File: config.mk
export PLATFORM = sky130hd
export DESIGN_NAME = crb_builder
export DESIGN_NICKNAME = d
export VERILOG_FILES = /design/src/core/crb_pkg.sv /design/src/core/crb_builder.sv /design/src/core/crb_limit.sv /design/src/core/crb_skid.sv
export SDC_FILE = /design/constraint.sdc
export NUM_CORES = 1
export LEC_CHECK = 0
export BUFFER_PORTS_ARGS = -buffer_cell sky130_fd_sc_hd__buf_2
export CAP_MARGIN = 10
export CORE_ASPECT_RATIO = 0.5
export CORE_MARGIN = 1.5
export CORE_UTILIZATION = 60
export CTS_CLUSTER_SIZE = 16
export DETAILED_ROUTE_END_ITERATION = 6
export HOLD_SLACK_MARGIN = 0.08
export PLACE_DENSITY = 0.9
export SKIP_LAST_GASP = 1
export SLEW_MARGIN = 20
export SYNTH_ARGS = -nofsm -noshare
export SYNTH_HDL_FRONTEND = slang
export SYNTH_SLANG_ARGS = --single-unit
File: constraint.sdc
create_clock -name clk_in -period 14.7 [get_ports clk_in]
set_clock_uncertainty 0.1 [all_clocks]
set_input_delay 2.205 -clock clk_in [delete_from_list [all_inputs] [get_ports clk_in]]
set_output_delay 2.205 -clock clk_in [all_outputs]
set_load 0.01 [all_outputs]
File: src/core/crb_pkg.sv
package crb_pkg;

   // ----------------------------------------
   // Response framing
   // ----------------------------------------
   localparam logic [7:0] RESP_TYPE = 8'h96;
   localparam int HDR_BYTES = 16;
   localparam int RC_OFS = 16;
   localparam int FLAGS_OFS = 20;
   localparam int BCAST_OFS = 24;
   localparam int MCAST_OFS = 28;
   localparam int BUF_OFS = 32;
   localparam int AEN_OFS = 36;
   localparam int COUNT_OFS = 40;
   localparam int VLAN_OFS = 44;
   localparam int CSUM_OFS = 48;
   localparam int PAYLOAD_WORDS = 8;
   localparam logic [3:0] LAST_WORD = 4'h7;

   // ----------------------------------------
   // Capability flag positions
   // ----------------------------------------
   localparam int FLAG_HW_ARB = 0;
   localparam int FLAG_DRV_STATUS = 1;
   localparam int FLAG_NC_TO_MC_FC = 2;
   localparam int FLAG_MC_TO_NC_FC = 3;
   localparam int FLAG_ALL_MCAST = 4;
   localparam int FLAG_ARB_IMPL_LO = 5;
   localparam logic [1:0] ARB_IMPL_RSVD = 2'h3;

   // ----------------------------------------
   // Count limits and generic reason codes
   // ----------------------------------------
   localparam logic [7:0] VLAN_FILTER_MAX = 8'h0F;
   localparam logic [8:0] MAC_FILTER_MAX = 9'h008;
   localparam logic [15:0] RESP_OK = 16'h0000;
   localparam logic [15:0] RESP_FAILED = 16'h0001;
   localparam logic [15:0] REASON_NONE = 16'h0000;
   localparam logic [15:0] REASON_GENERIC_ERR = 16'h0001;

   // Capability inputs of the channel
   typedef struct packed {
      logic hw_arb;
      logic drv_status;
      logic nc_to_mc_fc;
      logic mc_to_nc_fc;
      logic all_mcast;
      logic [1:0] arb_impl;
      logic [31:0] bcast_caps;
      logic [31:0] mcast_caps;
      logic [31:0] buf_bytes;
      logic [31:0] aen_caps;
      logic [7:0] vlan_count;
      logic [7:0] mixed_count;
      logic [7:0] mcast_count;
      logic [7:0] ucast_count;
      logic [7:0] vlan_modes;
      logic [7:0] channel_count;
   } crb_caps_type;

   // One outgoing payload word
   typedef struct packed {
      logic [31:0] data;
      logic last;
   } crb_word_type;

   typedef enum logic [2:0] {
      ST_IDLE = 3'h1,
      ST_SEND = 3'h2,
      ST_DONE = 3'h4
   } crb_state_type;

endpackage : crb_pkg

File: src/core/crb_builder.sv
`timescale 1ns/10ps
// Operation
// - Error-free query yields response type 0x96
// - Only generic reason codes are sent
// - Code word then flags, filters, buffer, events
// - Filter counts, VLAN modes, channels, checksum
// - Flag bit 0 reports hardware arbitration
// - Flag bit 1 reports driver status support
// - Flag bits 2,3 report flow control
// - Flag bit 4 reports all-multicast support
// - Flag bits 6:5 arbitration implementation state
// - Broadcast bits mirror broadcast filter settings
// - Multicast bits mirror multicast filter settings
// - Buffer word reports inbound buffer bytes
// - Unspecified buffer size reports zero
// - Event word uses event control bitmap
// - VLAN filter count at most 15
// - MAC filters total at most 8
// - Channel count byte reports channels
module crb_builder (
   input wire logic clk_in,
   input wire logic rst_b_in,
   input wire logic query_valid_in,
   input wire logic query_error_in,
   input wire crb_pkg::crb_caps_type caps_in,
   input wire logic buf_size_known_in,
   input wire logic [31:0] checksum_in,
   output logic query_ready_out,
   output logic hdr_start_out,
   output logic [7:0] resp_type_out,
   output logic [31:0] word_data_out,
   output logic word_valid_out,
   output logic word_last_out,
   input wire logic word_ready_in,
   output logic busy_out
);

   // ----------------------------------------
   // State
   // ----------------------------------------
   typedef struct packed {
      crb_pkg::crb_state_type st;
      logic [3:0] idx;
      logic err;
      logic hdr;
      logic busy;
      logic qrdy;
      crb_pkg::crb_caps_type caps;
      logic buf_known;
   } crb_builder_state_type;

   crb_builder_state_type s_q;
   crb_builder_state_type s_d;
   logic [31:0] counts;
   logic [31:0] cur_word;
   logic [31:0] flags;
   logic buf_in_ready;
   logic push;
   crb_pkg::crb_word_type buf_in;
   crb_pkg::crb_word_type buf_out;
   logic buf_out_valid;

   // Filter count word with legal limits applied
   crb_limit u_limit (
      .vlan_in(s_q.caps.vlan_count),
      .mixed_in(s_q.caps.mixed_count),
      .mcast_in(s_q.caps.mcast_count),
      .ucast_in(s_q.caps.ucast_count),
      .counts_out(counts)
   );

   // ----------------------------------------
   // Flag word and payload mux
   // ----------------------------------------
   always_comb begin
      flags = 32'h0000_0000;
      flags[crb_pkg::FLAG_HW_ARB] = s_q.caps.hw_arb;
      flags[crb_pkg::FLAG_DRV_STATUS] = s_q.caps.drv_status;
      flags[crb_pkg::FLAG_NC_TO_MC_FC] = s_q.caps.nc_to_mc_fc;
      flags[crb_pkg::FLAG_MC_TO_NC_FC] = s_q.caps.mc_to_nc_fc;
      flags[crb_pkg::FLAG_ALL_MCAST] = s_q.caps.all_mcast;
      // Reserved code 11b is never sent; it falls back to unknown
      flags[crb_pkg::FLAG_ARB_IMPL_LO +: 2] =
         (s_q.caps.arb_impl == crb_pkg::ARB_IMPL_RSVD) ? 2'h0 : s_q.caps.arb_impl;
      case (s_q.idx)
         4'h0: cur_word = s_q.err ? {crb_pkg::RESP_FAILED, crb_pkg::REASON_GENERIC_ERR}
                                  : {crb_pkg::RESP_OK, crb_pkg::REASON_NONE};
         4'h1: cur_word = flags;
         4'h2: cur_word = s_q.caps.bcast_caps;
         4'h3: cur_word = s_q.caps.mcast_caps;
         4'h4: cur_word = s_q.buf_known ? s_q.caps.buf_bytes : 32'h0000_0000;
         4'h5: cur_word = s_q.caps.aen_caps;
         4'h6: cur_word = counts;
         4'h7: cur_word = {16'h0000, s_q.caps.vlan_modes, s_q.caps.channel_count};
         default: cur_word = 32'h0000_0000;
      endcase
   end

   // ----------------------------------------
   // Sequencer
   // ----------------------------------------
   always_comb begin
      s_d = s_q;
      s_d.hdr = 1'b0;
      push = 1'b0;
      buf_in.data = cur_word;
      // Only the checksum word closes the response, never a payload word
      buf_in.last = 1'b0;
      case (s_q.st)
         crb_pkg::ST_IDLE: begin
            s_d.qrdy = 1'b1;
            if (query_valid_in && s_q.qrdy) begin
               s_d.st = crb_pkg::ST_SEND;
               s_d.err = query_error_in;
               s_d.caps = caps_in;
               s_d.buf_known = buf_size_known_in;
               s_d.idx = 4'h0;
               s_d.hdr = 1'b1;
               s_d.busy = 1'b1;
               s_d.qrdy = 1'b0;
            end
         end
         crb_pkg::ST_SEND: begin
            push = buf_in_ready;
            if (push) begin
               s_d.idx = s_q.idx + 4'h1;
               if (s_q.idx == crb_pkg::LAST_WORD) begin
                  s_d.st = crb_pkg::ST_DONE;
               end
            end
         end
         crb_pkg::ST_DONE: begin
            // Checksum word follows the payload, then wait for drain
            if (s_q.idx == 4'h8) begin
               buf_in.data = checksum_in;
               buf_in.last = 1'b1;
               push = buf_in_ready;
               if (push) begin
                  s_d.idx = 4'h9;
               end
            end else if (!buf_out_valid) begin
               s_d.st = crb_pkg::ST_IDLE;
               s_d.busy = 1'b0;
            end
         end
         default: begin
            s_d.st = crb_pkg::ST_IDLE;
         end
      endcase
   end

   // State register
   always_ff @(posedge clk_in or negedge rst_b_in) begin
      if (!rst_b_in) begin
         s_q <= '{st: crb_pkg::ST_IDLE, default: '0};
      end else begin
         s_q <= s_d;
      end
   end

   // Payload buffer toward the framer
   crb_skid #(
      .WIDTH(33)
   ) u_skid (
      .clk_in(clk_in),
      .rst_b_in(rst_b_in),
      .in_valid_in(push),
      .in_ready_out(buf_in_ready),
      .in_data_in(buf_in),
      .out_valid_out(buf_out_valid),
      .out_ready_in(word_ready_in),
      .out_data_out(buf_out)
   );

   assign query_ready_out = s_q.qrdy;
   assign hdr_start_out = s_q.hdr;
   assign resp_type_out = crb_pkg::RESP_TYPE;
   assign busy_out = s_q.busy;
   assign word_valid_out = buf_out_valid;
   assign word_data_out = buf_out.data;
   assign word_last_out = buf_out.last;

   // ----------------------------------------
   // Checks
   // ----------------------------------------
   a_query_starts_send: assert property (@(posedge clk_in) disable iff (!rst_b_in)
      query_valid_in && query_ready_out |=> hdr_start_out && busy_out) else $error("query not taken");
   a_flag_reserved_zero: assert property (@(posedge clk_in) disable iff (!rst_b_in)
      flags[31:7] == 25'h0 && flags[6:5] != 2'h3) else $error("reserved flag bits set");
   a_flag_bit_map: assert property (@(posedge clk_in) disable iff (!rst_b_in)
      flags[4:0] == {s_q.caps.all_mcast, s_q.caps.mc_to_nc_fc, s_q.caps.nc_to_mc_fc,
                     s_q.caps.drv_status, s_q.caps.hw_arb}) else $error("flag bits misplaced");
   a_vlan_count_max: assert property (@(posedge clk_in) disable iff (!rst_b_in)
      counts[31:24] <= 8'h0F) else $error("vlan count above 15");
   a_mac_total_max: assert property (@(posedge clk_in) disable iff (!rst_b_in)
      10'(counts[23:16]) + 10'(counts[15:8]) + 10'(counts[7:0]) <= 10'h008
      && (counts[23:16] != 8'h00 || counts[7:0] != 8'h00)) else $error("mac filter total bad");
   a_buffer_unknown_zero: assert property (@(posedge clk_in) disable iff (!rst_b_in)
      s_q.idx == 4'h4 && !s_q.buf_known |-> cur_word == 32'h0) else $error("unknown buffer nonzero");
   a_reason_generic: assert property (@(posedge clk_in) disable iff (!rst_b_in)
      s_q.st == crb_pkg::ST_SEND && s_q.idx == 4'h0 |-> cur_word[15:0] <= 16'h0001) else $error("bad reason");
   a_word_vlan_rsvd: assert property (@(posedge clk_in) disable iff (!rst_b_in)
      s_q.idx == 4'h7 |-> cur_word[31:16] == 16'h0) else $error("reserved bytes set");
   a_word_stall_hold: assert property (@(posedge clk_in) disable iff (!rst_b_in)
      word_valid_out && !word_ready_in |=> word_valid_out && $stable(word_data_out)) else $error("word lost");
   a_last_on_checksum: assert property (@(posedge clk_in) disable iff (!rst_b_in)
      push && buf_in.last |-> s_q.st == crb_pkg::ST_DONE && s_q.idx == 4'h8) else $error("last flag misplaced");
   c_error_query: cover property (@(posedge clk_in) disable iff (!rst_b_in) query_valid_in && query_error_in);
   c_last_word: cover property (@(posedge clk_in) disable iff (!rst_b_in) word_valid_out && word_last_out);
   c_stall: cover property (@(posedge clk_in) disable iff (!rst_b_in) (word_valid_out && !word_ready_in) [*3]);
   c_reserved_arb: cover property (@(posedge clk_in) disable iff (!rst_b_in)
      s_q.busy && s_q.caps.arb_impl == crb_pkg::ARB_IMPL_RSVD);
   c_mac_clamp: cover property (@(posedge clk_in) disable iff (!rst_b_in)
      s_q.busy && s_q.caps.ucast_count == 8'h00 && s_q.caps.mixed_count == 8'h00);

endmodule : crb_builder

File: src/core/crb_limit.sv
`timescale 1ns/10ps
// Clamps filter counts to their legal ranges
module crb_limit (
   input wire logic [7:0] vlan_in,
   input wire logic [7:0] mixed_in,
   input wire logic [7:0] mcast_in,
   input wire logic [7:0] ucast_in,
   output logic [31:0] counts_out
);

   logic [7:0] vlan_c;
   logic [7:0] mixed_c;
   logic [7:0] mcast_c;
   logic [7:0] ucast_c;
   logic [8:0] left;

   // ----------------------------------------
   // Clamping
   // ----------------------------------------
   always_comb begin
      vlan_c = (vlan_in > crb_pkg::VLAN_FILTER_MAX) ? crb_pkg::VLAN_FILTER_MAX : vlan_in;
      ucast_c = (ucast_in > crb_pkg::MAC_FILTER_MAX[7:0]) ? crb_pkg::MAC_FILTER_MAX[7:0] : ucast_in;
      left = crb_pkg::MAC_FILTER_MAX - {1'b0, ucast_c};
      mixed_c = ({1'b0, mixed_in} > left) ? left[7:0] : mixed_in;
      left = left - {1'b0, mixed_c};
      mcast_c = ({1'b0, mcast_in} > left) ? left[7:0] : mcast_in;
      // At least one unicast or mixed filter is always reported
      if (ucast_c == 8'h00 && mixed_c == 8'h00) begin
         ucast_c = 8'h01;
         if (mcast_c == crb_pkg::MAC_FILTER_MAX[7:0]) begin
            mcast_c = mcast_c - 8'h01;
         end
      end
      counts_out = {vlan_c, mixed_c, mcast_c, ucast_c};
   end

endmodule : crb_limit

File: src/core/crb_skid.sv
`timescale 1ns/10ps
// Two-entry buffer; a stall downstream never drops a word
module crb_skid #(
   parameter int WIDTH = 33
) (
   input wire logic clk_in,
   input wire logic rst_b_in,
   input wire logic in_valid_in,
   output logic in_ready_out,
   input wire logic [WIDTH-1:0] in_data_in,
   output logic out_valid_out,
   input wire logic out_ready_in,
   output logic [WIDTH-1:0] out_data_out
);

   typedef struct packed {
      logic [WIDTH-1:0] d0;
      logic [WIDTH-1:0] d1;
      logic [1:0] cnt;
   } crb_skid_state_type;

   crb_skid_state_type s_q;
   crb_skid_state_type s_d;
   logic push;
   logic pop;

   // ----------------------------------------
   // Next state
   // ----------------------------------------
   always_comb begin
      s_d = s_q;
      push = in_valid_in && (s_q.cnt != 2'h2);
      pop = out_ready_in && (s_q.cnt != 2'h0);
      if (pop) begin
         s_d.d0 = s_q.d1;
      end
      if (push) begin
         if (s_d.cnt == 2'h0 || (s_q.cnt == 2'h1 && pop)) begin
            s_d.d0 = in_data_in;
         end else begin
            s_d.d1 = in_data_in;
         end
      end
      s_d.cnt = s_q.cnt + {1'b0, push} - {1'b0, pop};
   end

   // State register
   always_ff @(posedge clk_in or negedge rst_b_in) begin
      if (!rst_b_in) begin
         s_q <= '0;
      end else begin
         s_q <= s_d;
      end
   end

   assign in_ready_out = (s_q.cnt != 2'h2);
   assign out_valid_out = (s_q.cnt != 2'h0);
   assign out_data_out = s_q.d0;

   a_skid_no_overflow: assert property (@(posedge clk_in) disable iff (!rst_b_in)
      s_q.cnt != 2'h3) else $error("buffer count out of range");

endmodule : crb_skid

# [After elaboration in Yosys (flattened, before gate mapping)]
# Index checks and enable logic that the tools add are counted.
[word_totals] output_inout_bits=45 regBits=263 wordCells=109 inputBits=221
[classes] n_addsub=6 n_lt_le_gt_ge=4 reduce_logical=18 eq_ne=22 n_bitwise=1 mux=32
[op_table] op="one-hot mux 32 bit (8 select lines)" count=1
[op_table] op="2-to-1 mux 195 bit" count=1
[op_table] op="2-to-1 mux 33 bit" count=5
[op_table] op="2-to-1 mux 66 bit" count=1
[op_table] op="2-to-1 mux 8 bit" count=7
[op_table] op="2-to-1 mux 32 bit" count=1
[op_table] op="> comparator 8 x 9 -> 1 bit" count=2
[op_table] op="2-to-1 mux 17 bit" count=1
[op_table] op="equality test 4 x 3 -> 1 bit, second input constant" count=4
[op_table] op="> comparator 8 x 4 -> 1 bit, second input constant" count=2
[op_table] op="logical NOT 8 bit" count=2
[op_table] op="!= test 2 bit, second input constant" count=8
[op_table] op="one-hot mux 4 bit (3 select lines)" count=1
[op_table] op="AND reduction 5 bit" count=2
[op_table] op="2-to-1 mux 3 bit" count=3
[op_table] op="one-hot mux 3 bit (3 select lines)" count=1
[op_table] op="subtractor 4 x 8 -> 9 bit, first input constant" count=1
[op_table] op="subtractor 9 x 8 -> 9 bit" count=1
[op_table] op="equality test 4 x 2 -> 1 bit, second input constant" count=2
[op_table] op="equality test 8 x 4 -> 1 bit, second input constant" count=1
[op_table] op="2-to-1 mux 4 bit" count=2
[op_table] op="subtractor 8 x 1 -> 8 bit, second input constant" count=1
[op_table] op="2-to-1 mux 7 bit" count=1
[op_table] op="logical AND 1 bit" count=5
[op_table] op="other kinds (21)" count=27

# [Longest topological paths before layout]
# Gate-level depths: netlist of run 1.
[depth] depth_word=16 depth_mapped=39 ltp_nobuf=36

# [By module]
# Synthesis of run 1 repeated with hierarchy kept, for this count alone.
[unflattened] hier_cells=1073 hier_area_um2=14012.2
[by_module_without_submodules] mod="crb_builder" seq_area_each_um2=4880.9 area_per_inst_um2=9221.3 instances=1 cells_per_inst=627
[by_module_without_submodules] mod="crb_skid" seq_area_each_um2=1701.6 area_per_inst_um2=3269.4 instances=1 cells_per_inst=224
[by_module_without_submodules] mod="crb_limit" seq_area_each_um2=0.0 area_per_inst_um2=1521.5 instances=1 cells_per_inst=222

# [Worst setup path before layout of run 1]
# OpenSTA, ideal clock, no wires.
[synth_timing] path_type="register -> register" start="reg s_q[24] in the netlist's numbering" end="reg u_skid.s_q, in the netlist u_skid.out_data_out[10]" path_buffers=3 arrival_ns=7.917 synth_period_minus_slack_ns=8.163 setup_time_ns=0.146 required_time_ns=14.454 stages_incl_launch_ff=36 path_slack_ns=6.537 path_cell_list="dfrtp_1 > or4_4 > nor2_1 > nand2_1 > ha_1 > a21oi_1 > clkinv_1 > ha_1 > a2111oi_0 > o21ai_0 > a21oi_1 > or2_2 > clkbuf_1 > clkbuf_1 > nor2_1 > a21oi_1 > ha_1 > a21oi_1 > nor3_1 > o32ai_1 > a31o_2 > xor2_1 > ha_1 > a21oi_1 > o221a_2 > a22o_1 > a221oi_4 > buf_6 > mux2i_1 > ha_1 > and3_1 > nand4b_1 > mux2i_1 > mux2i_1 > a21oi_1 > mux2i_1"
[synth_rtl] element="from (decl)" line="crb_builder.sv:52" source="crb_builder_state_type s_q;"
[synth_rtl] element="from (signal assigned)" line="crb_builder.sv:155" source="s_q <= '{st: crb_pkg::ST_IDLE, default: '0};"
[synth_rtl] element="from (signal assigned)" line="crb_builder.sv:157" source="s_q <= s_d;"
[synth_rtl] element="to (signal assigned)" line="crb_skid.sv:50" source="s_q <= '0;"
[synth_rtl] element="to (signal assigned)" line="crb_skid.sv:52" source="s_q <= s_d;"
[synth_rtl] element="to (decl)" line="crb_skid.sv:22" source="crb_skid_state_type s_q;"

# [Worst setup path in the final report of run 1]
[layout_timing] start="reg s_q[24] in the netlist's numbering" end="reg u_skid.s_q[14] in the netlist's numbering"
[layout_between] elab_chain_len=14 elab_cells_between_ends=18 classes_between="3 x add/sub; 3 x order compare; 1 x eq/ne; 8 x mux; 3 x reduce/logical"
[layout_rtl] element="> comparator 8 x 4 -> 1 bit" line="crb_limit.sv:22" source="ucast_c = (ucast_in > crb_pkg::MAC_FILTER_MAX[7:0]) ? crb_pkg::MAC_FILTER_MAX[7:0] : ucast_in;"
[layout_rtl] element="2-to-1 mux 8 bit (*)" line="crb_limit.sv:22"
[layout_rtl] element="subtractor 4 x 8 -> 9 bit" line="crb_limit.sv:23" source="left = crb_pkg::MAC_FILTER_MAX - {1'b0, ucast_c};"
[layout_rtl] element="> comparator 8 x 9 -> 1 bit" line="crb_limit.sv:24" source="mixed_c = ({1'b0, mixed_in} > left) ? left[7:0] : mixed_in;"
[layout_rtl] element="2-to-1 mux 8 bit" line="crb_limit.sv:24"
[layout_rtl] element="subtractor 9 x 8 -> 9 bit" line="crb_limit.sv:25" source="left = left - {1'b0, mixed_c};"
[layout_rtl] element="> comparator 8 x 9 -> 1 bit" line="crb_limit.sv:26" source="mcast_c = ({1'b0, mcast_in} > left) ? left[7:0] : mcast_in;"
[layout_rtl] element="2-to-1 mux 8 bit" line="crb_limit.sv:26"
[layout_rtl] element="subtractor 8 x 1 -> 8 bit or equality test 8 x 4 -> 1 bit (tied branches)" line="crb_limit.sv:31, crb_limit.sv:30"
[layout_rtl] element="2-to-1 mux 8 bit" line="crb_limit.sv:30" source="if (mcast_c == crb_pkg::MAC_FILTER_MAX[7:0]) begin"
[layout_rtl] element="2-to-1 mux 8 bit (*)" line="crb_limit.sv:28" source="if (ucast_c == 8'h00 && mixed_c == 8'h00) begin"
[layout_rtl] element="one-hot mux 32 bit (8 select lines) (*)" line="crb_builder.sv:85" source="case (s_q.idx)"
[layout_rtl] element="2-to-1 mux 33 bit" line="crb_builder.sv:134" source="if (s_q.idx == 4'h8) begin"
[layout_rtl] element="2-to-1 mux 33 bit (*)" line="crb_builder.sv:109" source="case (s_q.st)"
# Every way passes the cells marked *; elsewhere a longest branch is shown, timed or not.
# A chain may end at the register's enable or synchronous reset.

==> reports/metrics.csv, run 1 <==
stage,metric,value,unit
routing,drt-wirelength-per-cell,19.1,um
timing,final_setup_viols,0,
floorplanning,dieWidth,212,um
routing,via_count,11600,
final_layout,finish.net_count,1921,
setup_path,critPathRequiredTime,14.97,ns
global_route,grt_antenna_before_repair,7,
synth,synthesis.area,13100,um^2
timing,post-route-worst-setup-slack,4.94,ns
clocking,cts_tree,yes,
timing,tightest_slew,1.06,ns
placed_design,portBuffers,257,
synth,synth_enable_flop_cells,0,
setup_path,end_kind,flip-flop,
synth,synth-seq-cells,263,
timing,finalHoldViolCount,0,
routing,first_iter_violations,1410,
placed_design,gp_congestion,0.948,
final_layout,final_common_cell,nand2_1,
setup_path,crit_path_max_incr_delay,0.62,ns
pwr,internal_power,0.00202,W
timing,max_slew_margin,29.2,%
worst_hold_path,hold-path-cell-count,2,
synth,post_synth_num_cell_types,73,
synth,synth-async-reset-ratio,100,%
setup_path,startpoint_type,flip-flop,
setup_path,criticalPathCategory,flip-flop to flip-flop,
setup_path,ff2ff_path_depth,32,
timing,fin_setup_tns,0,ns
pwr,power_density,226,nW/um^2
timing,hold_ws,0.375,ns
routing,vias_per_cell,5.83,
clocking,post_cts_resized,0,
timing,final_max_slew_viol_count,0,
final_layout,layout.cell_area.non_filler,15100,um^2
global_route,first_global_vias,11100,
setup_path,worst-endpoint-arrival,10.02,ns
clocking,clkSlewWorstSetupHoldPaths,0.07,ns
routing,final_antenna_net_count,0,
pwr,leakage,8.03,nW
timing,setup_repair_after_global_routing_missed_its_margin,false,
routing,postRouteWirelength,37900,um
synth,synth_top_area_share,50.0,%
pwr,switching_share,40.8,%
placed_design,half_perimeter_wire_length_after_detailed_placement,26500,um
clocking,cts-hold-fix-buffers,0,
clocking,htreeDepth,1,
synth,synth_area_per_cell,8.74,um^2
clocking,clock_tree.root_cell,clkbuf_16,
floorplanning,initial_core_util,62.5,%
routing,first_pass_iters,7,
floorplanning,core_region_area,21000,um^2
pwr,vdd_ir_drop_max,0.132,mV
global_route,grt_start_max_net_pins,135,
clocking,cts_buffers,23,
final_layout,final_cell_mix,"nand2_1, dfrtp_1, buf_2",
run_status,violations,DRC,
floorplanning,floorplan.rows,37,
pwr,seq_power_share,38.0,%
clocking,post-cts-setup-buffers,0,
synth,synth.yosys.seq_area_share,50.2,%
global_route,grtUsageTotal,33.8,%
timing,achievable-frequency,103,MHz
timing,finalWorstPathRequiredPeriod,9.76,ns
pwr,switching_power,0.00139,W
final_layout,areaGrowthSynthToFinish,15.5,%
routing,detail_route.drc_violations,1,
final_layout,filler_cell_count,1530,
global_route,global_route_wire_length_before_repair,58500,um
setup_path,crit_slowest_cell,a221oi_4,
clocking,cts_buffer_depth,3,
final_layout,post_route_cells_drive_above_1_share,19.8,%
synth,yosys_warnings,0,
synth,synth.area.top_cells,"dfrtp_1, nand2_1, mux2i_1, a21oi_1, a22oi_1",
global_route,grt-ovfl-total,0,
run,cap_viol_max_count,0,
floorplanning,die_h,107,um
worst_hold_path,holdCritPathClass,flip-flop to flip-flop,
placed_design,dpl_worst_slack,5.17,ns
run_status,run_status,"finished, violations left",
clocking,clkSinkCount,263,
pwr,clock_power_share,19.6,%
synth,postSynthCellCount,1499,
placed_design,post_dp_cell_area,14300,um^2
floorplanning,io-pin-count,266,
synth,top_reg_cell_synth,dfrtp_1,
synth,synth_top_area_cell,dfrtp_1,
setup_path,critPathMaxFanout,14,
pwr,power.combinational.fraction,42.4,%
timing,timing.final.crit_share,66.4,%
clocking,clk-insertion-delay-late,0.54,ns
floorplanning,die_area,22800,um^2
worst max-delay path, delay by kind of cell, from the launching register on:
family	cells	cell delay, ns
flops	1	0.42
compound gates	14	4.45
fa+ha+maj	5	1.48
xor+xnor	1	0.27
mux	2	0.39
buf+inv	1	0.38
simple gates	9	2.10
cell families after synthesis:
logic type / synth area share (%)
other cells: 0.0573
flops: 50.2
mux: 5.62
buf+inv: 5.83
xor+xnor: 1.05
fa+ha+maj: 2.62
simple gates: 22.4
compound gates: 12.2
stage by stage:
stage / instances / total power, W / util [%]
floorplan: 1508 / 0.00238 / -
global route: 1988 / 0.00366 / 72.2
detailed placement: 1941 / 0.00272 / 68.1
global placement: 1941 / 0.00266 / 68.1
finish: 1988 / 0.00341 / 72.2
CTS: 1982 / 0.00339 / 72.1
cell usage after synthesis (all sizes together), types with 5 or more instances:
cell / number
dfrtp: 262
and2: 10
nand2b: 5
nand4: 9
a221oi: 10
clkbuf: 82
o21ai: 41
nand3: 10
buf: 47
a22oi: 42
and3: 6
o31ai: 5
inv: 29
nand2: 595
a21oi: 66
nor3: 10
xnor2: 11
a222oi: 24
nor2: 61
mux2: 9
a31oi: 8
mux2i: 63
ha: 25
path summary, 6_finish.rpt:
path / startpoint / to / slack, ns
max in group asynchronous: rst_b_in / u_skid.s_q[10]$_DFFE_PN0P_ / 11.54
min in group asynchronous: rst_b_in / s_q[83]$_DFFE_PN0P_ / 1.70
hold reg to reg: s_q[148]$_DFFE_PN0P_ / s_q[148]$_DFFE_PN0P_ / 0.38
setup reg to reg: s_q[24]$_DFFE_PN0P_ / u_skid.s_q[14]$_DFFE_PN0P_ / 4.94
setup / recovery: s_q[24]$_DFFE_PN0P_ / u_skid.s_q[14]$_DFFE_PN0P_ / 4.94
hold / removal: s_q[148]$_DFFE_PN0P_ / s_q[148]$_DFFE_PN0P_ / 0.38
cell type report:
type	instances	area, um^2	area share, %
diodes	6	15.0	0.0992
inverters	30	118	0.777
well taps	292	365	2.41
repair buffers	270	1400	9.24
multi-input cells	1086	5830	38.5
flip-flops and latches	263	6580	43.5
clock inverters	10	171	1.13
clock buffers	31	656	4.33
registers in the layout, indices dropped and copies added (netlist names):
name,cells
hdr_start_out,1
u_skid.out_data_out,33
busy_out,1
flags,5
query_ready_out,1
s_q,187
u_skid.s_q,35
routing by layer:
metal | global-route usage, % | routed length [um] | vias up
met5 | 0 | 13 | -
li1 | - | - | 5330
met2 | 52.1 | 17200 | 602
met1 | 45.2 | 15400 | 5571
met4 | 12.2 | 1320 | 2
met3 | 10.6 | 4020 | 85
power groups by stage:
| stage | sequential [W] | clock [W] | combinational [W] |
|---|---|---|---|
| finish | 0.00130 | 0.000668 | 0.00145 |
| global route | 0.00133 | 0.000701 | 0.00163 |
| CTS | 0.00129 | 0.000668 | 0.00143 |
| detailed placement | 0.00130 | 0 | 0.00142 |
| global placement | 0.00128 | 0 | 0.00138 |
| floorplan | 0.00121 | 0 | 0.00118 |
No activity file was read; power rests on OpenSTA's default activity.
==> inputs of run 2 (changes only) <==
ABC_AREA = 1   (was unset)
CORE_UTILIZATION = 56   (was 60)
PLACE_DENSITY = 0.85   (was 0.9)
clock period = 9.7 ns   (was 14.7 ns; I/O delays follow)
==> run 2 against run 1 <==
  * The run now ends clean
  * Synthesized cell count increased by 11%
  * Hold slack got worse by 0.0043 ns
  * Global-route usage decreased by 2.2 points
  * Final area increased by 0.66%
  * Die area increased by 7.4%
  * Utilization decreased by 5.7 points
  * Critical endpoint is now u_skid.out_data_out[9]$_DFF_PN0_
  * Largest power group unchanged
==> reports/metrics.csv, run 2 <==
stage,metric,value,unit,change
routing,first_pass_iters,5,,was 7
timing,finalHoldViolCount,0,,unchanged
synth,synth.top_cells.by_count,"nand2_1, dfrtp_1, inv_1",,"was nand2_1, dfrtp_1, clkbuf_1"
timing,timing.final.crit_share,69.4,%,was 66.4%
final_layout,filler_cell_count,1968,,was 1530
placed_design,half_perimeter_wire_length_after_detailed_placement,27100,um,was 26500 um
clocking,clock_tree.root_cell,clkbuf_16,,unchanged
global_route,grt_antenna_before_repair,6,,was 7
final_layout,areaGrowthSynthToFinish,15.8,%,was 15.5%
timing,max_slew_margin,24.9,%,was 29.2%
synth,synth_area_per_cell,7.93,um^2,was 8.74 um^2
setup_path,criticalPathCategory,flip-flop to flip-flop,,unchanged
timing,post-route-worst-setup-slack,2.97,ns,was 4.94 ns
floorplanning,die_area,24500,um^2,was 22800 um^2
synth,synth-seq-cells,263,,unchanged
setup_path,critPathMaxFanout,17,,was 14
synth,synth.area.top_cells,"dfrtp_1, nand2_1, inv_1, o21ai_0, ha_1",,"was dfrtp_1, nand2_1, mux2i_1, a21oi_1, a22oi_1"
clocking,clkSlewWorstSetupHoldPaths,0.07,ns,about the same
routing,postRouteWirelength,38000,um,was 37900 um
setup_path,startpoint_type,flip-flop,,unchanged
timing,hold_ws,0.371,ns,was 0.375 ns
pwr,vdd_ir_drop_max,0.157,mV,was 0.132 mV
global_route,grtUsageTotal,31.6,%,was 33.8%
timing,final_setup_viols,0,,unchanged
synth,synth_top_area_share,49.9,%,was 50.0%
clocking,post_cts_resized,0,,unchanged
final_layout,final_cell_mix,"nand2_1, dfrtp_1, buf_2",,unchanged
floorplanning,dieWidth,220,um,was 212 um
setup_path,worst-endpoint-arrival,7.05,ns,was 10.02 ns
placed_design,gp_congestion,0.964,,was 0.948
final_layout,largest_reg_flops,187,,unchanged
setup_path,crit_path_max_incr_delay,0.40,ns,was 0.62 ns
run,cap_viol_max_count,0,,unchanged
timing,tightest_slew,1.12,ns,was 1.06 ns
clocking,post-cts-setup-buffers,0,,unchanged
timing,setup_repair_after_global_routing_missed_its_margin,false,,unchanged
synth,synth.most_common_cell,nand2_1,,unchanged
routing,first_iter_violations,1408,,was 1410
routing,vias_per_cell,5.47,,was 5.83
synth,post_synth_num_cell_types,52,,was 73
synth,synth.yosys.seq_area_share,50.1,%,was 50.2%
final_layout,post_route_cells_drive_above_1_share,19.2,%,was 19.8%
synth,top_reg_cell_synth,dfrtp_1,,unchanged
routing,drt-wirelength-per-cell,17.5,um,was 19.1 um
run_status,run_status,completed,,"was finished, violations left"
synth,yosys_warnings,0,,unchanged
routing,via_count,11900,,was 11.6k
timing,achievable-frequency,149,MHz,was 103 MHz
setup_path,crit_top_cell,nand2_1,,
timing,fin_setup_tns,0,ns,unchanged
routing,final_antenna_net_count,0,,unchanged
clocking,cts-hold-fix-buffers,0,,unchanged
final_layout,layout.cell_area.non_filler,15200,um^2,was 15100 um^2
pwr,power_density,330,nW/um^2,was 226 nW/um^2
setup_path,end_kind,flip-flop,,unchanged
clocking,cts_tree,yes,,unchanged
synth,synth-async-reset-ratio,100,%,unchanged
synth,synthesis.area,13200,um^2,was 13100 um^2
timing,finalWorstPathRequiredPeriod,6.73,ns,was 9.76 ns
final_layout,final_common_cell,nand2_1,,unchanged
floorplanning,floorplan.rows,39,,was 37
global_route,global_route_wire_length_before_repair,59100,um,was 58500 um
synth,postSynthCellCount,1658,,was 1499
setup_path,crit_slowest_cell,dfrtp_1,,was a221oi_4
global_route,grt_start_max_net_pins,117,,was 135
floorplanning,die_h,111,um,was 107 um
final_layout,regMostFlops,s_q,,unchanged
global_route,grt-ovfl-total,0,,unchanged
clocking,cts_buffer_depth,3,,unchanged
placed_design,post_dp_cell_area,14400,um^2,was 14300 um^2
global_route,first_global_vias,11000,,was 11.1k
clocking,cts_buffers,24,,was 23
floorplanning,initial_core_util,57.3,%,was 62.5%
routing,detail_route.drc_violations,0,,was 1
placed_design,portBuffers,257,,unchanged
clocking,clk-insertion-delay-late,0.54,ns,about the same
worst_hold_path,holdCritPathClass,flip-flop to flip-flop,,unchanged
clocking,clkSinkCount,263,,unchanged
floorplanning,io-pin-count,266,,unchanged
final_layout,finish.net_count,2094,,was 1921
floorplanning,core_region_area,22900,um^2,was 21000 um^2
timing,final_max_slew_viol_count,0,,unchanged
synth,synth_enable_flop_cells,0,,unchanged
placed_design,dpl_worst_slack,3.19,ns,was 5.17 ns
setup_path,critPathRequiredTime,10.03,ns,was 14.97 ns
clocking,htreeDepth,1,,unchanged
pwr,total_power,0.00503,W,was 0.00341 W
synth,synth_top_area_cell,dfrtp_1,,unchanged
pwr,leakage,8.15,nW,was 8.03 nW
[run 2: cell types whose count changed after synthesis, moves of 14 or more]
cell / before / now
a222oi_1: 24 / 0
o21ai_0: 38 / 102
nand2_1: 595 / 704
clkbuf_1: 82 / 68
inv_1: 28 / 150
nor2_1: 61 / 44
o211ai_1: 3 / 29
nand3_1: 10 / 39
a22oi_1: 42 / 7
a21oi_1: 66 / 16
mux2i_1: 63 / 0
[run 2: path summary, 6_finish.rpt]
kind	start	to	slack (ns)	depth (start not counted)
setup / recovery	s_q[22]$_DFFE_PN0P_	u_skid.out_data_out[9]$_DFF_PN0_	2.97	44
hold / removal	s_q[72]$_DFFE_PN0P_	s_q[72]$_DFFE_PN0P_	0.37	2
setup reg to reg	s_q[22]$_DFFE_PN0P_	u_skid.out_data_out[9]$_DFF_PN0_	2.97	44
hold reg to reg	s_q[72]$_DFFE_PN0P_	s_q[72]$_DFFE_PN0P_	0.37	2
max in group asynchronous	rst_b_in	u_skid.s_q[32]$_DFFE_PN0P_	7.12	2
min in group asynchronous	rst_b_in	s_q[164]$_DFFE_PN0P_	0.86	1
[run 2: logic make-up after synthesis]
family | synth area share (%)
adder cells (fa/ha/maj) | 2.53
AND/OR/NAND/NOR | 26.3
AO/OA/AOI/OAI | 11.2
XOR/XNOR | 0.666
buffers and inverters | 9.14
flip-flops | 50.1
other | 0.0571
[run 2: per-stage QoR]
step,utilization [%],instances
2_1_floorplan,-,1667
3_3_place_gp,62.7,2127
3_5_place_dp,62.7,2127
4_1_cts,66.3,2169
5_1_grt,66.4,2175
6_report,66.4,2175
[run 2: where the power goes]
| part | leakage [nW] | switching, W | internal, W |
|---|---|---|---|
| Combinational | 4.46 | 0.00141 | 0.000753 |
| Clock | 0.413 | 0.000421 | 0.000568 |
| Sequential | 3.28 | 0.000273 | 0.00161 |
[run 2: cell type report]
type / instances / area, um^2 / share of cell area (%)
clock buffer: 33 / 714 / 4.69
tap: 307 / 384 / 2.52
inverter: 161 / 608 / 3.99
sequential: 263 / 6580 / 43.2
multi-input combinational: 1128 / 5420 / 35.6
clock inverter: 9 / 106 / 0.698
antenna: 5 / 12.5 / 0.0821
timing repair buffer: 269 / 1400 / 9.21
[run 2: routing by layer]
metal / GRT usage [%] / share of wire, % / vias up
li1: - / - / 5620
met1: 47.6 / 44 / 5664
met2: 46.4 / 44 / 518
met3: 5.68 / 8.9 / 102
met4: 10.2 / 3.3 / 2
met5: 0 / 0.032 / -
[run 2: critical path: cells and delay by family (launching register included)]
kind / cells / cell delay (ns)
fa+ha+maj: 6 / 1.68
xor+xnor: 1 / 0.25
flops: 1 / 0.40
simple gates: 28 / 2.96
buf+inv: 4 / 0.26
compound gates: 5 / 0.94
